### src/verilog/synth_latch_defs.vh
`ifndef SYNTH_LATCH_DEFS_VH
`define SYNTH_LATCH_DEFS_VH
// Word and address field
`define WORD_BITS        24
`define ADDR_CONTROL     2'b00
`define ADDR_NCOUNT      2'b10
`define ADDR_RCOUNT      2'b01
// Control word fields
`define CTL_PRESC_LSB    22
`define CTL_PD_SYNC      21
`define CTL_PD_EN        20
`define CTL_CUR_B_LSB    17
`define CTL_CUR_A_LSB    14
`define CTL_OUTPWR_LSB   12
`define CTL_MUTE         11
`define CTL_GAIN         10
`define CTL_TRISTATE     9
`define CTL_POLARITY     8
`define CTL_MUX_LSB      5
`define CTL_CNT_RESET    4
`define CTL_CORE_LSB     2
// Feedback word fields
`define N_DIV2_SEL       23
`define N_DIV2           22
`define N_GAIN           21
`define N_MAIN_LSB       8
`define N_SWALLOW_LSB    2
// Reference word fields
`define R_BAND_LSB       20
`define R_TEST           19
`define R_LOCK_PREC      18
`define R_ABL_LSB        16
`define R_REF_LSB        2
// Lock counts
`define LOCK_CYC_FINE    3'h5
`define LOCK_CYC_COARSE  3'h3
// Prescaler moduli
`define PRESC_0          4'h8
`define PRESC_1          5'h10
`define PRESC_2          6'h20
`endif

### src/verilog/serial_word_shifter.v
`include "synth_latch_defs.vh"

// Shifts serial data on the rising serial clock edge; emits a word at load rise.
module serial_word_shifter (
  // Clock and reset
  input  wire                    clock,
  input  wire                    rst_n,
  // Synchronised serial pins
  input  wire                    sclk_s,
  input  wire                    sdata_s,
  input  wire                    load_s,
  // Captured word
  output reg  [`WORD_BITS-1:0]   word_r,
  output reg                     word_stb_r
);

  reg [`WORD_BITS-1:0] shift_r;
  reg                  sclk_d_r;
  reg                  load_d_r;

  // Shift MSB first; load rise moves the last 24 bits out
  always @(posedge clock) begin
    if (!rst_n) begin
      shift_r    <= {`WORD_BITS{1'b0}};
      word_r     <= {`WORD_BITS{1'b0}};
      word_stb_r <= 1'b0;
      sclk_d_r   <= 1'b0;
      load_d_r   <= 1'b0;
    end else begin
      sclk_d_r   <= sclk_s;
      load_d_r   <= load_s;
      word_stb_r <= load_s & ~load_d_r;
      if (sclk_s & ~sclk_d_r)
        shift_r <= {shift_r[`WORD_BITS-2:0], sdata_s};
      if (load_s & ~load_d_r)
        word_r <= shift_r;
    end
  end

endmodule

### src/verilog/synth_latch_power_control.v
`include "synth_latch_defs.vh"

module synth_latch_power_control (
  // Clock and reset
  input  wire         clock,
  input  wire         rst_n,
  // Serial pins
  input  wire         sclk_pin,
  input  wire         sdata_pin,
  input  wire         load_strobe,
  input  wire         chip_enable,
  // Loop status from the analog side
  input  wire         ref_div_tick,
  input  wire         phase_ok,
  // Power state
  output reg          powered_down_r,
  output reg          counters_load_r,
  output reg          ref_buffer_en_r,
  output reg          rf_out_en_r,
  output reg          lock_detect_r,
  // Charge pump
  output reg          pump_tristate_r,
  output reg  [2:0]   pump_current_r,
  output reg          detector_polarity_r,
  output reg          counter_reset_r,
  // Dividers
  output reg  [4:0]   swallow_count_r,
  output reg  [12:0]  main_feedback_count_r,
  output reg  [18:0]  feedback_ratio_r,
  output reg  [13:0]  reference_divide_r,
  output reg          out_div2_r,
  output reg          presc_from_div2_r,
  output reg          band_clk_r,
  // Stored analog settings
  output reg  [1:0]   prescaler_sel_r,
  output reg  [1:0]   out_power_r,
  output reg  [1:0]   core_power_r,
  output reg  [2:0]   mux_sel_r,
  output reg  [1:0]   antibacklash_r
);

  localparam ST_RUN  = 3'b001;
  localparam ST_WAIT = 3'b010;
  localparam ST_DOWN = 3'b100;

  // Pin synchronisers, two stages each
  reg  [3:0] sync1_r;
  reg  [3:0] sync2_r;
  wire [`WORD_BITS-1:0] word;
  wire       word_stb;

  always @(posedge clock) begin
    if (!rst_n) begin
      sync1_r <= 4'h0;
      sync2_r <= 4'h0;
    end else begin
      sync1_r <= {chip_enable, load_strobe, sdata_pin, sclk_pin};
      sync2_r <= sync1_r;
    end
  end

  serial_word_shifter u_shift (
    .clock      (clock),
    .rst_n      (rst_n),
    .sclk_s     (sync2_r[0]),
    .sdata_s    (sync2_r[1]),
    .load_s     (sync2_r[2]),
    .word_r     (word),
    .word_stb_r (word_stb)
  );

  wire ce_s = sync2_r[3];

  // Latched control bits
  reg        pd_en_r;
  reg        pd_sync_r;
  reg        gain_r;
  reg        mute_r;
  reg        tristate_bit_r;
  reg  [2:0] cur_a_r;
  reg  [2:0] cur_b_r;
  reg        lock_prec_r;
  reg  [1:0] band_div_r;
  reg  [2:0] state_r;
  reg  [2:0] state_nxt;
  reg  [1:0] wait_edges_r;
  reg  [2:0] good_cnt_r;
  reg  [2:0] band_cnt_r;

  // Prescaler modulus decode, used by the ratio product
  function [5:0] presc_mod;
    input [1:0] sel;
    begin
      case (sel)
        2'b00:   presc_mod = {2'b00, `PRESC_0};
        2'b01:   presc_mod = {1'b0, `PRESC_1};
        default: presc_mod = `PRESC_2;
      endcase
    end
  endfunction

  // Band divider ratio decode: 1, 2, 4, 8
  function [2:0] band_mask;
    input [1:0] sel;
    begin
      case (sel)
        2'b00:   band_mask = 3'h0;
        2'b01:   band_mask = 3'h1;
        2'b10:   band_mask = 3'h3;
        default: band_mask = 3'h7;
      endcase
    end
  endfunction

  // Address decode shared by the three latch strobes
  function addr_hit;
    input [1:0] addr;
    input [1:0] code;
    begin
      addr_hit = (addr == code);
    end
  endfunction

  wire ctl_wr = word_stb && addr_hit(word[1:0], `ADDR_CONTROL);
  wire n_wr   = word_stb && addr_hit(word[1:0], `ADDR_NCOUNT);
  wire r_wr   = word_stb && addr_hit(word[1:0], `ADDR_RCOUNT);

  always @(posedge clock) begin
    if (!rst_n) begin
      pd_en_r               <= 1'b0;
      pd_sync_r             <= 1'b0;
      gain_r                <= 1'b0;
      mute_r                <= 1'b0;
      tristate_bit_r        <= 1'b0;
      cur_a_r               <= 3'h0;
      cur_b_r               <= 3'h0;
      detector_polarity_r   <= 1'b0;
      counter_reset_r       <= 1'b0;
      prescaler_sel_r       <= 2'h0;
      out_power_r           <= 2'h0;
      core_power_r          <= 2'h0;
      mux_sel_r             <= 3'h0;
      swallow_count_r       <= 5'h00;
      main_feedback_count_r <= 13'h0003;
      out_div2_r            <= 1'b0;
      presc_from_div2_r     <= 1'b0;
      reference_divide_r    <= 14'h0001;
      antibacklash_r        <= 2'h0;
      lock_prec_r           <= 1'b0;
      band_div_r            <= 2'h0;
    end else begin
      if (ctl_wr) begin
        prescaler_sel_r     <= word[`CTL_PRESC_LSB+1:`CTL_PRESC_LSB];
        pd_sync_r           <= word[`CTL_PD_SYNC];
        pd_en_r             <= word[`CTL_PD_EN];
        cur_b_r             <= word[`CTL_CUR_B_LSB+2:`CTL_CUR_B_LSB];
        cur_a_r             <= word[`CTL_CUR_A_LSB+2:`CTL_CUR_A_LSB];
        out_power_r         <= word[`CTL_OUTPWR_LSB+1:`CTL_OUTPWR_LSB];
        mute_r              <= word[`CTL_MUTE];
        gain_r              <= word[`CTL_GAIN];
        tristate_bit_r      <= word[`CTL_TRISTATE];
        detector_polarity_r <= word[`CTL_POLARITY];
        mux_sel_r           <= word[`CTL_MUX_LSB+2:`CTL_MUX_LSB];
        counter_reset_r     <= word[`CTL_CNT_RESET];
        core_power_r        <= word[`CTL_CORE_LSB+1:`CTL_CORE_LSB];
      end
      if (n_wr) begin
        presc_from_div2_r     <= word[`N_DIV2_SEL];
        out_div2_r            <= word[`N_DIV2];
        gain_r                <= word[`N_GAIN];
        main_feedback_count_r <= word[`N_MAIN_LSB+12:`N_MAIN_LSB];
        swallow_count_r       <= word[`N_SWALLOW_LSB+4:`N_SWALLOW_LSB];
      end
      if (r_wr) begin
        band_div_r         <= word[`R_BAND_LSB+1:`R_BAND_LSB];
        // Test bit is not kept; with it clear the block behaves normally
        lock_prec_r        <= word[`R_LOCK_PREC];
        antibacklash_r     <= word[`R_ABL_LSB+1:`R_ABL_LSB];
        reference_divide_r <= word[`R_REF_LSB+13:`R_REF_LSB];
      end
    end
  end

  // Power state machine; chip enable low forces power-down in every state
  always @* begin
    state_nxt = state_r;
    case (state_r)
      ST_RUN: begin
        if (pd_en_r && !pd_sync_r)
          state_nxt = ST_DOWN;
        // Look at the incoming word: the latched bits only land one cycle later
        else if (ctl_wr && word[`CTL_PD_EN] && word[`CTL_PD_SYNC])
          state_nxt = ST_WAIT;
      end
      // A rewrite that clears either bit ends the wait early
      ST_WAIT: begin
        if (!pd_en_r)
          state_nxt = ST_RUN;
        else if (!pd_sync_r)
          state_nxt = ST_DOWN;
        else if (ref_div_tick && wait_edges_r == 2'h1)
          state_nxt = ST_DOWN;
      end
      ST_DOWN: begin
        if (!pd_en_r)
          state_nxt = ST_RUN;
      end
      default: state_nxt = ST_RUN;
    endcase
  end

  always @(posedge clock) begin
    if (!rst_n) begin
      state_r        <= ST_RUN;
      wait_edges_r   <= 2'h0;
      powered_down_r <= 1'b1;
    end else begin
      state_r <= state_nxt;
      // Count reference edges since the load rise
      // Two bits suffice: the second edge ends the wait
      if (state_r != ST_WAIT)
        wait_edges_r <= 2'h0;
      else if (ref_div_tick)
        wait_edges_r <= wait_edges_r + 2'h1;
      powered_down_r <= !ce_s || (state_nxt == ST_DOWN);
    end
  end

  // Same term as powered_down_r, so the effects below land on the same edge
  wire pd_now = !ce_s || (state_nxt == ST_DOWN);

  // Run length that declares lock follows the precision bit
  wire [2:0] lock_need = lock_prec_r ? `LOCK_CYC_FINE : `LOCK_CYC_COARSE;

  // lock detect with precision count; cleared in power-down
  always @(posedge clock) begin
    if (!rst_n) begin
      good_cnt_r    <= 3'h0;
      lock_detect_r <= 1'b0;
    end else if (pd_now) begin
      good_cnt_r    <= 3'h0;
      lock_detect_r <= 1'b0;
    end else if (ref_div_tick) begin
      if (!phase_ok) begin
        good_cnt_r    <= 3'h0;
        lock_detect_r <= 1'b0;
      end else if (good_cnt_r != 3'h7) begin
        good_cnt_r <= good_cnt_r + 3'h1;
        if (good_cnt_r + 3'h1 >= lock_need)
          lock_detect_r <= 1'b1;
      end
    end
  end

  // Toggle point of the band divider; a wider mask halves the band clock again
  wire [2:0] band_top = band_mask(band_div_r);

  // band clock from divided reference ticks
  always @(posedge clock) begin
    if (!rst_n) begin
      band_cnt_r <= 3'h0;
      band_clk_r <= 1'b0;
    end else if (pd_now) begin
      band_cnt_r <= 3'h0;
      band_clk_r <= 1'b0;
    end else if (ref_div_tick) begin
      if (band_cnt_r >= band_top) begin
        band_cnt_r <= 3'h0;
        band_clk_r <= ~band_clk_r;
      end else begin
        band_cnt_r <= band_cnt_r + 3'h1;
      end
    end
  end

  always @(posedge clock) begin
    if (!rst_n) begin
      counters_load_r <= 1'b1;
      ref_buffer_en_r <= 1'b0;
      rf_out_en_r     <= 1'b0;
      pump_tristate_r <= 1'b1;
      pump_current_r  <= 3'h0;
    end else begin
      // counter reset joins the load hold
      counters_load_r <= pd_now || counter_reset_r;
      ref_buffer_en_r <= !pd_now;
      rf_out_en_r     <= !pd_now && (!mute_r || lock_detect_r);
      pump_tristate_r <= pd_now || tristate_bit_r;
      pump_current_r  <= gain_r ? cur_b_r : cur_a_r;
    end
  end

  // Operands widened to 19 bits so the product cannot overflow: 32 x 8191 + 31 fits
  wire [18:0] ratio_nxt = {13'h0, presc_mod(prescaler_sel_r)} * {6'h00, main_feedback_count_r} +
                          {14'h0000, swallow_count_r};

  always @(posedge clock) begin
    if (!rst_n)
      feedback_ratio_r <= 19'h0;
    else
      feedback_ratio_r <= ratio_nxt;
  end

endmodule

### config.mk
export PLATFORM = sky130hd
export DESIGN_NAME = synth_latch_power_control
export DESIGN_NICKNAME = d
export VERILOG_FILES = /design/src/verilog/serial_word_shifter.v /design/src/verilog/synth_latch_power_control.v
export VERILOG_INCLUDE_DIRS = /design/src /design/src/verilog
export SDC_FILE = /design/constraint.sdc
export NUM_CORES = 1
export LEC_CHECK = 0
export ABC_AREA = 0
export ABC_CLOCK_PERIOD_IN_PS = 4510
export BUFFER_PORTS_ARGS = -buffer_cell sky130_fd_sc_hd__clkbuf_2
export CAP_MARGIN = 20
export CORE_MARGIN = 5
export CORE_UTILIZATION = 58
export CTS_CLUSTER_SIZE = 24
export DETAILED_ROUTE_END_ITERATION = 6
export PLACE_DENSITY = 0.79
export SLEW_MARGIN = 20
export SYNTH_ARGS = -nofsm -noshare
export SYNTH_HDL_FRONTEND = slang
export SYNTH_SLANG_ARGS = --single-unit
### constraint.sdc
create_clock -name clock -period 4.51 [get_ports clock]
set_input_delay 0.902 -clock clock [delete_from_list [all_inputs] [get_ports clock]]
set_output_delay 0.902 -clock clock [all_outputs]
set_load 0.03 [all_outputs]
; Word level (Yosys, flattened, before mapping)
; Index checks and enable logic that the tools add are counted.
[op_classes]
order_cmp = 2
reduce_logical = 25
muxes = 19
add_sub_neg = 4
n_mul = 1
n_bitwise = 6
n_eq_ne = 14
[ops]
columns = cell, count
row1 = 3-bit two-way mux, 11
row2 = 19-bit by 5-bit adder with 19-bit output, 1
row3 = 6-bit by 13-bit multiplier with 19-bit output, 1
row4 = 3-bit one-hot mux with 3 select lines, 2
row5 = 6-bit one-hot mux with 2 select lines, 1
row6 = "2-bit by 1-bit == test with 1-bit output, second input constant", 4
row7 = 1-bit logical AND, 8
row8 = "3-bit by 1-bit adder with 3-bit output, second input constant", 2
row9 = "3-bit == test, second input constant", 2
row10 = 3-bit greater-or-equal comparator, 2
row11 = 2-bit zero test, 3
row12 = 1-bit two-way mux, 5
row13 = "2-bit == test, second input constant", 2
row14 = 1-bit zero test, 4
row15 = 1-bit logical OR, 4
row16 = "2-bit by 1-bit != test with 1-bit output, second input constant", 2
row17 = 1-bit inverter, 4
row18 = 2-bit AND reduction, 2
row19 = 2-bit OR reduction, 2
row20 = "3-bit by 1-bit == test with 1-bit output, second input constant", 1
row21 = "3-bit by 2-bit == test with 1-bit output, second input constant", 1
row22 = "3-bit by 2-bit != test with 1-bit output, second input constant", 1
row23 = "3-bit != test, second input constant", 1
row24 = 3-bit AND reduction, 1
row25 = other kinds (3), 4
[word_totals]
output_inout_bits = 76
reg_bits = 160
wordCells = 112

; Depth between registers and ports, before layout
[depth]
depth_word = 11
mapped_depth = 15
mapped_depth_nobuf = 13

; Cells and area by module
; A second synthesis with hierarchy kept.
[unflattened]
hier_cells = 788
area_unflattened_um2 = 7439.6
[by_module_without_submodules]
columns = mod, cells_per_inst, area_per_inst_um2, instances, seq_area_each_um2
row1 = synth_latch_power_control, 623, 5572.8, 1, 2182.1
row2 = serial_word_shifter, 165, 1866.8, 1, 1021.0

; Worst setup path after synthesis
; No wires, ideal clock.
[synth_timing]
path_kind = reg2reg
start = register prescaler_sel_r[0]
end = register feedback_ratio_r[17]
stages_incl_launch_ff = 15
setup_slack_ps = 526
setup_time_ps = 131
arrival_ps = 3853
cell_sequence = dfxtp_1 nor2b_1 clkbuf_1 and2_1 fa_1 ha_1 ha_1 ha_1 ha_1 buf_6 a21o_1 a41o_1 o31a_1 nor3_1 nor3b_2
[synth_between]
elab_chain_len = 4
[synth_rtl]
columns = item, line_no
row1 = start: declaration, synth_latch_power_control.v:35  ; output reg [1:0] prescaler_sel_r,
row2 = start signal: assignment, synth_latch_power_control.v:153  ; prescaler_sel_r <= word[`CTL_PRESC_LSB+1:`CTL_PRESC_LSB];
row3 = 2-bit by 1-bit == test with 1-bit output / 2-bit zero test (equally long branches), synth_latch_power_control.v:94  ; case (sel)
row4 = 6-bit one-hot mux with 2 select lines (*), synth_latch_power_control.v:94
row5 = 6-bit by 13-bit multiplier with 19-bit output (*), synth_latch_power_control.v:294  ; wire [18:0] ratio_nxt = {13'h0, presc_mod(prescaler_sel_r)} * {6'h00, main_feedback_count_r} +
row6 = 19-bit by 5-bit adder with 19-bit output (*), synth_latch_power_control.v:294
row7 = end signal: assignment, synth_latch_power_control.v:301  ; feedback_ratio_r <= ratio_nxt;
row8 = end: declaration, synth_latch_power_control.v:29  ; output reg [18:0] feedback_ratio_r,
; Every way passes the cells marked *; elsewhere a longest branch is shown, timed or not.
; A chain may end at the register's enable or synchronous reset.

; Worst setup path after layout
; Same ends and word-level chain as after synthesis.

==> metrics.cfg <==
[clock_network]
cts_hold_buf = 0
clockRootBuffer = clkbuf_16
cts_sinks = 160
cts-htree-levels = 4
cts_setup_buffers = 0
worstSkewPairLatency_ns = 0.42
numCtsBuffers = 17
ctsResizeCount = 0
cts_tree = yes
clock_path_buffers = 2
clkTransAtPathRegs_ns = 0.06

[global_route]
grt_util_met2 = 0.350
antenna_found_initial = 0
gr-max-usage-layer = met2
met1_usage = 0.276
grtUsageTotal = 0.215
grt_overflow_total = 0
met3_usage = 0.0583
grt_pass1_wl_mm = 25.2
grt_pass1_vias = 5242
grt_max_degree = 112

[flow_run]
cap_violations = 0

[sta]
setup_violations = 0
grt_setup_unrepaired = no
final.setup.tns_ns = 0
relSlewSlack = 0.318
worst_pin_slew_ns = 1.02
skew_ns = 0.00742
finalHoldViolCount = 0
fin_crit_sh = 0.835
final_max_slew_viol_count = 0
timing.fmax_mhz = 265
post-route-min-period_ns = 3.77

[logic_synthesis]
yosysWarnings = 0
async_flop_share = 0
avgSynthCellArea_um2 = 8.44
synth_top_area_share = 0.446
synth-seq-area-share = 0.446
synth.area.top_cells = dfxtp_1, nand2_1, ha_1
synth-edff-count = 0
syn-num-nets = 930
synth_area_leader_cell = dfxtp_1
ys_types = 58
ys_ff_latch = 160
synth_ff_type = dfxtp_1
synth_area_mm2 = 0.00718
synthCells = 850

[drt]
ant_nets = 0
wl_per_cell_um = 14.2
vias_per_cell = 5.33
first_pass_iters = 5
vias = 5823
drt-total-wl_mm = 15.5
drt_iter0_drc = 313
drcViolationCount = 0

[worst_setup_path]
startpoint_type = register
startpoint = prescaler_sel_r[0]
reg2reg_slack_ns = 0.74
worst-endpoint-arrival_ns = 4.08
required_ns = 4.82
endpoint_kind = register
cp_max_fo = 13
r2r-start = prescaler_sel_r[0]
critical_path_class = register to register

[power_and_ir_drop]
p_comb_frac = 0.021
internal-power_mw = 2.29
p_leak_nw = 3.50
ir_drop_v = 0.000327
power_mw = 2.90
p_clk_frac = 0.488
swShare = 0.209
p_sw_mw = 0.605
seqPwrFrac = 0.491
power.density_mw_per_mm2 = 350

[finish]
layout-drive-gt1-share = 0.144
utilization = 0.686
synthToLayoutAreaGrowth_pct = 15.2
mostFrequentLayoutCell = nand2_1
nNetsFinal = 991
diodes = 0
final_cells = 1092
final_cell_mix = nand2_1, dfxtp_1, a21oi_1

[worst_hold_path]
hold_path.class = register to register
hold_start = sync1_r[2]

[floorplanning]
core-area_mm2 = 0.0121
pin_count = 84
rows = 40
fp.dieArea_mm2 = 0.0147
die_w_um = 121
die_h_um = 121
initial_utilization = 0.595

[placed_design]
place_hpwl_mm = 10.6
routabilityCongestion = 0.852
io_buffers = 83
placedCellCount = 1059

[outcome]
outcome = completed

-- state kept, by name (all words and copies together) (netlist names), 2 cells and up --
register               cells
band_cnt_r                 3
mux_sel_r                  3
antibacklash_r             2
state_r                    3
u_shift.shift_r           24
out_power_r                2
u_shift.word_r            24
band_div_r                 2
sync1_r                    4
prescaler_sel_r            2
main_feedback_count_r     13
cur_b_r                    3
sync2_r                    4
wait_edges_r               2
pump_current_r             3
swallow_count_r            5
good_cnt_r                 3
core_power_r               2
cur_a_r                    3
feedback_ratio_r          19
reference_divide_r        14
-- critical path, cell delays in order, from the launching register on --
cell and delay [ns]:
dfxtp_1 0.36, nor2b_1 0.14, buf_4 0.18, nand2_1 0.09, fa_1 0.51, inv_1 0.04, ha_1 0.28, ha_1 0.31
ha_1 0.30, ha_1 0.42, nand4_1 0.12, nor3_1 0.45, o31a_1 0.25, o21ai_1 0.06, nor3b_2 0.15
-- area by class of cell --
| cell class | count | area (um2) |
|---|---|---|
| Multi-Input combinational cell | 614 | 3670 |
| Inverter | 27 | 103 |
| Tap cell | 168 | 210 |
| Fill cell | 1000 | 3790 |
| Sequential cell | 160 | 3200 |
| Clock buffer | 24 | 482 |
| Clock inverter | 8 | 103 |
| Timing Repair Buffer | 91 | 495 |
-- power by group through the flow --
stage               Combinational, mW  Sequential, mW  Clock (mW)
floorplan                      0.0388            1.46           0
global placement               0.0582            1.45           0
detailed placement             0.0585            1.45           0
CTS                            0.0585            1.42        1.43
global route                   0.0673            1.42        1.50
finish                         0.0618            1.42        1.41
-- cells in the mapped netlist (3+ instances only) --
library cell and number:
o21ai_0 5, inv_1 25, ha_1 59, nor2b_1 6
a211oi_1 3, buf_2 5, nand4_1 3, xnor2_1 8
nand3_1 10, dfxtp_1 160, buf_1 5, nor3_1 6
or2_2 3, xor2_1 5, a21o_1 3, a21oi_1 118
clkbuf_1 35, nand2b_1 5, mux2i_1 4, nor2_1 32
buf_4 3, and2_1 39, fa_1 13, nand2_1 251
-- stage by stage --
stage	instance area, um2	hold slack, ns	setup WS (ns)
after floorplan	7180	0.406	0.526
after global placement	7660	0.415	0.830
after detailed placement	7660	0.422	0.756
after CTS	8240	0.436	0.753
after global routing	8270	0.458	0.407
final	8270	0.434	0.743
-- cells by family (layout without fill, tap and decap cells) --
logic type,after synthesis,in the layout,share of synthesized area
compound gates,153,153,0.122
xor+xnor,13,13,0.0159
simple gates,371,371,0.226
mux,5,5,0.00715
buf+inv,76,150,0.0432
flops,160,160,0.446
fa+ha+maj,72,72,0.139
-- per-layer routing --
metal	up-vias	share of wire	wire, um
met2	142	0.47	7320
met5	-	0	0
met3	30	0.055	852
met4	0	0.021	324
li1	2929	-	-
met1	2722	0.45	6990
-- path summary, 6_finish.rpt --
| kind | depth (start not counted) | end |
|---|---|---|
| min reg2reg | 1 | sync2_r[2] |
| min | 1 | sync2_r[2] |
| max reg2reg | 14 | feedback_ratio_r[17] |
| max | 14 | feedback_ratio_r[17] |
Power figures use the tool's default switching activity.
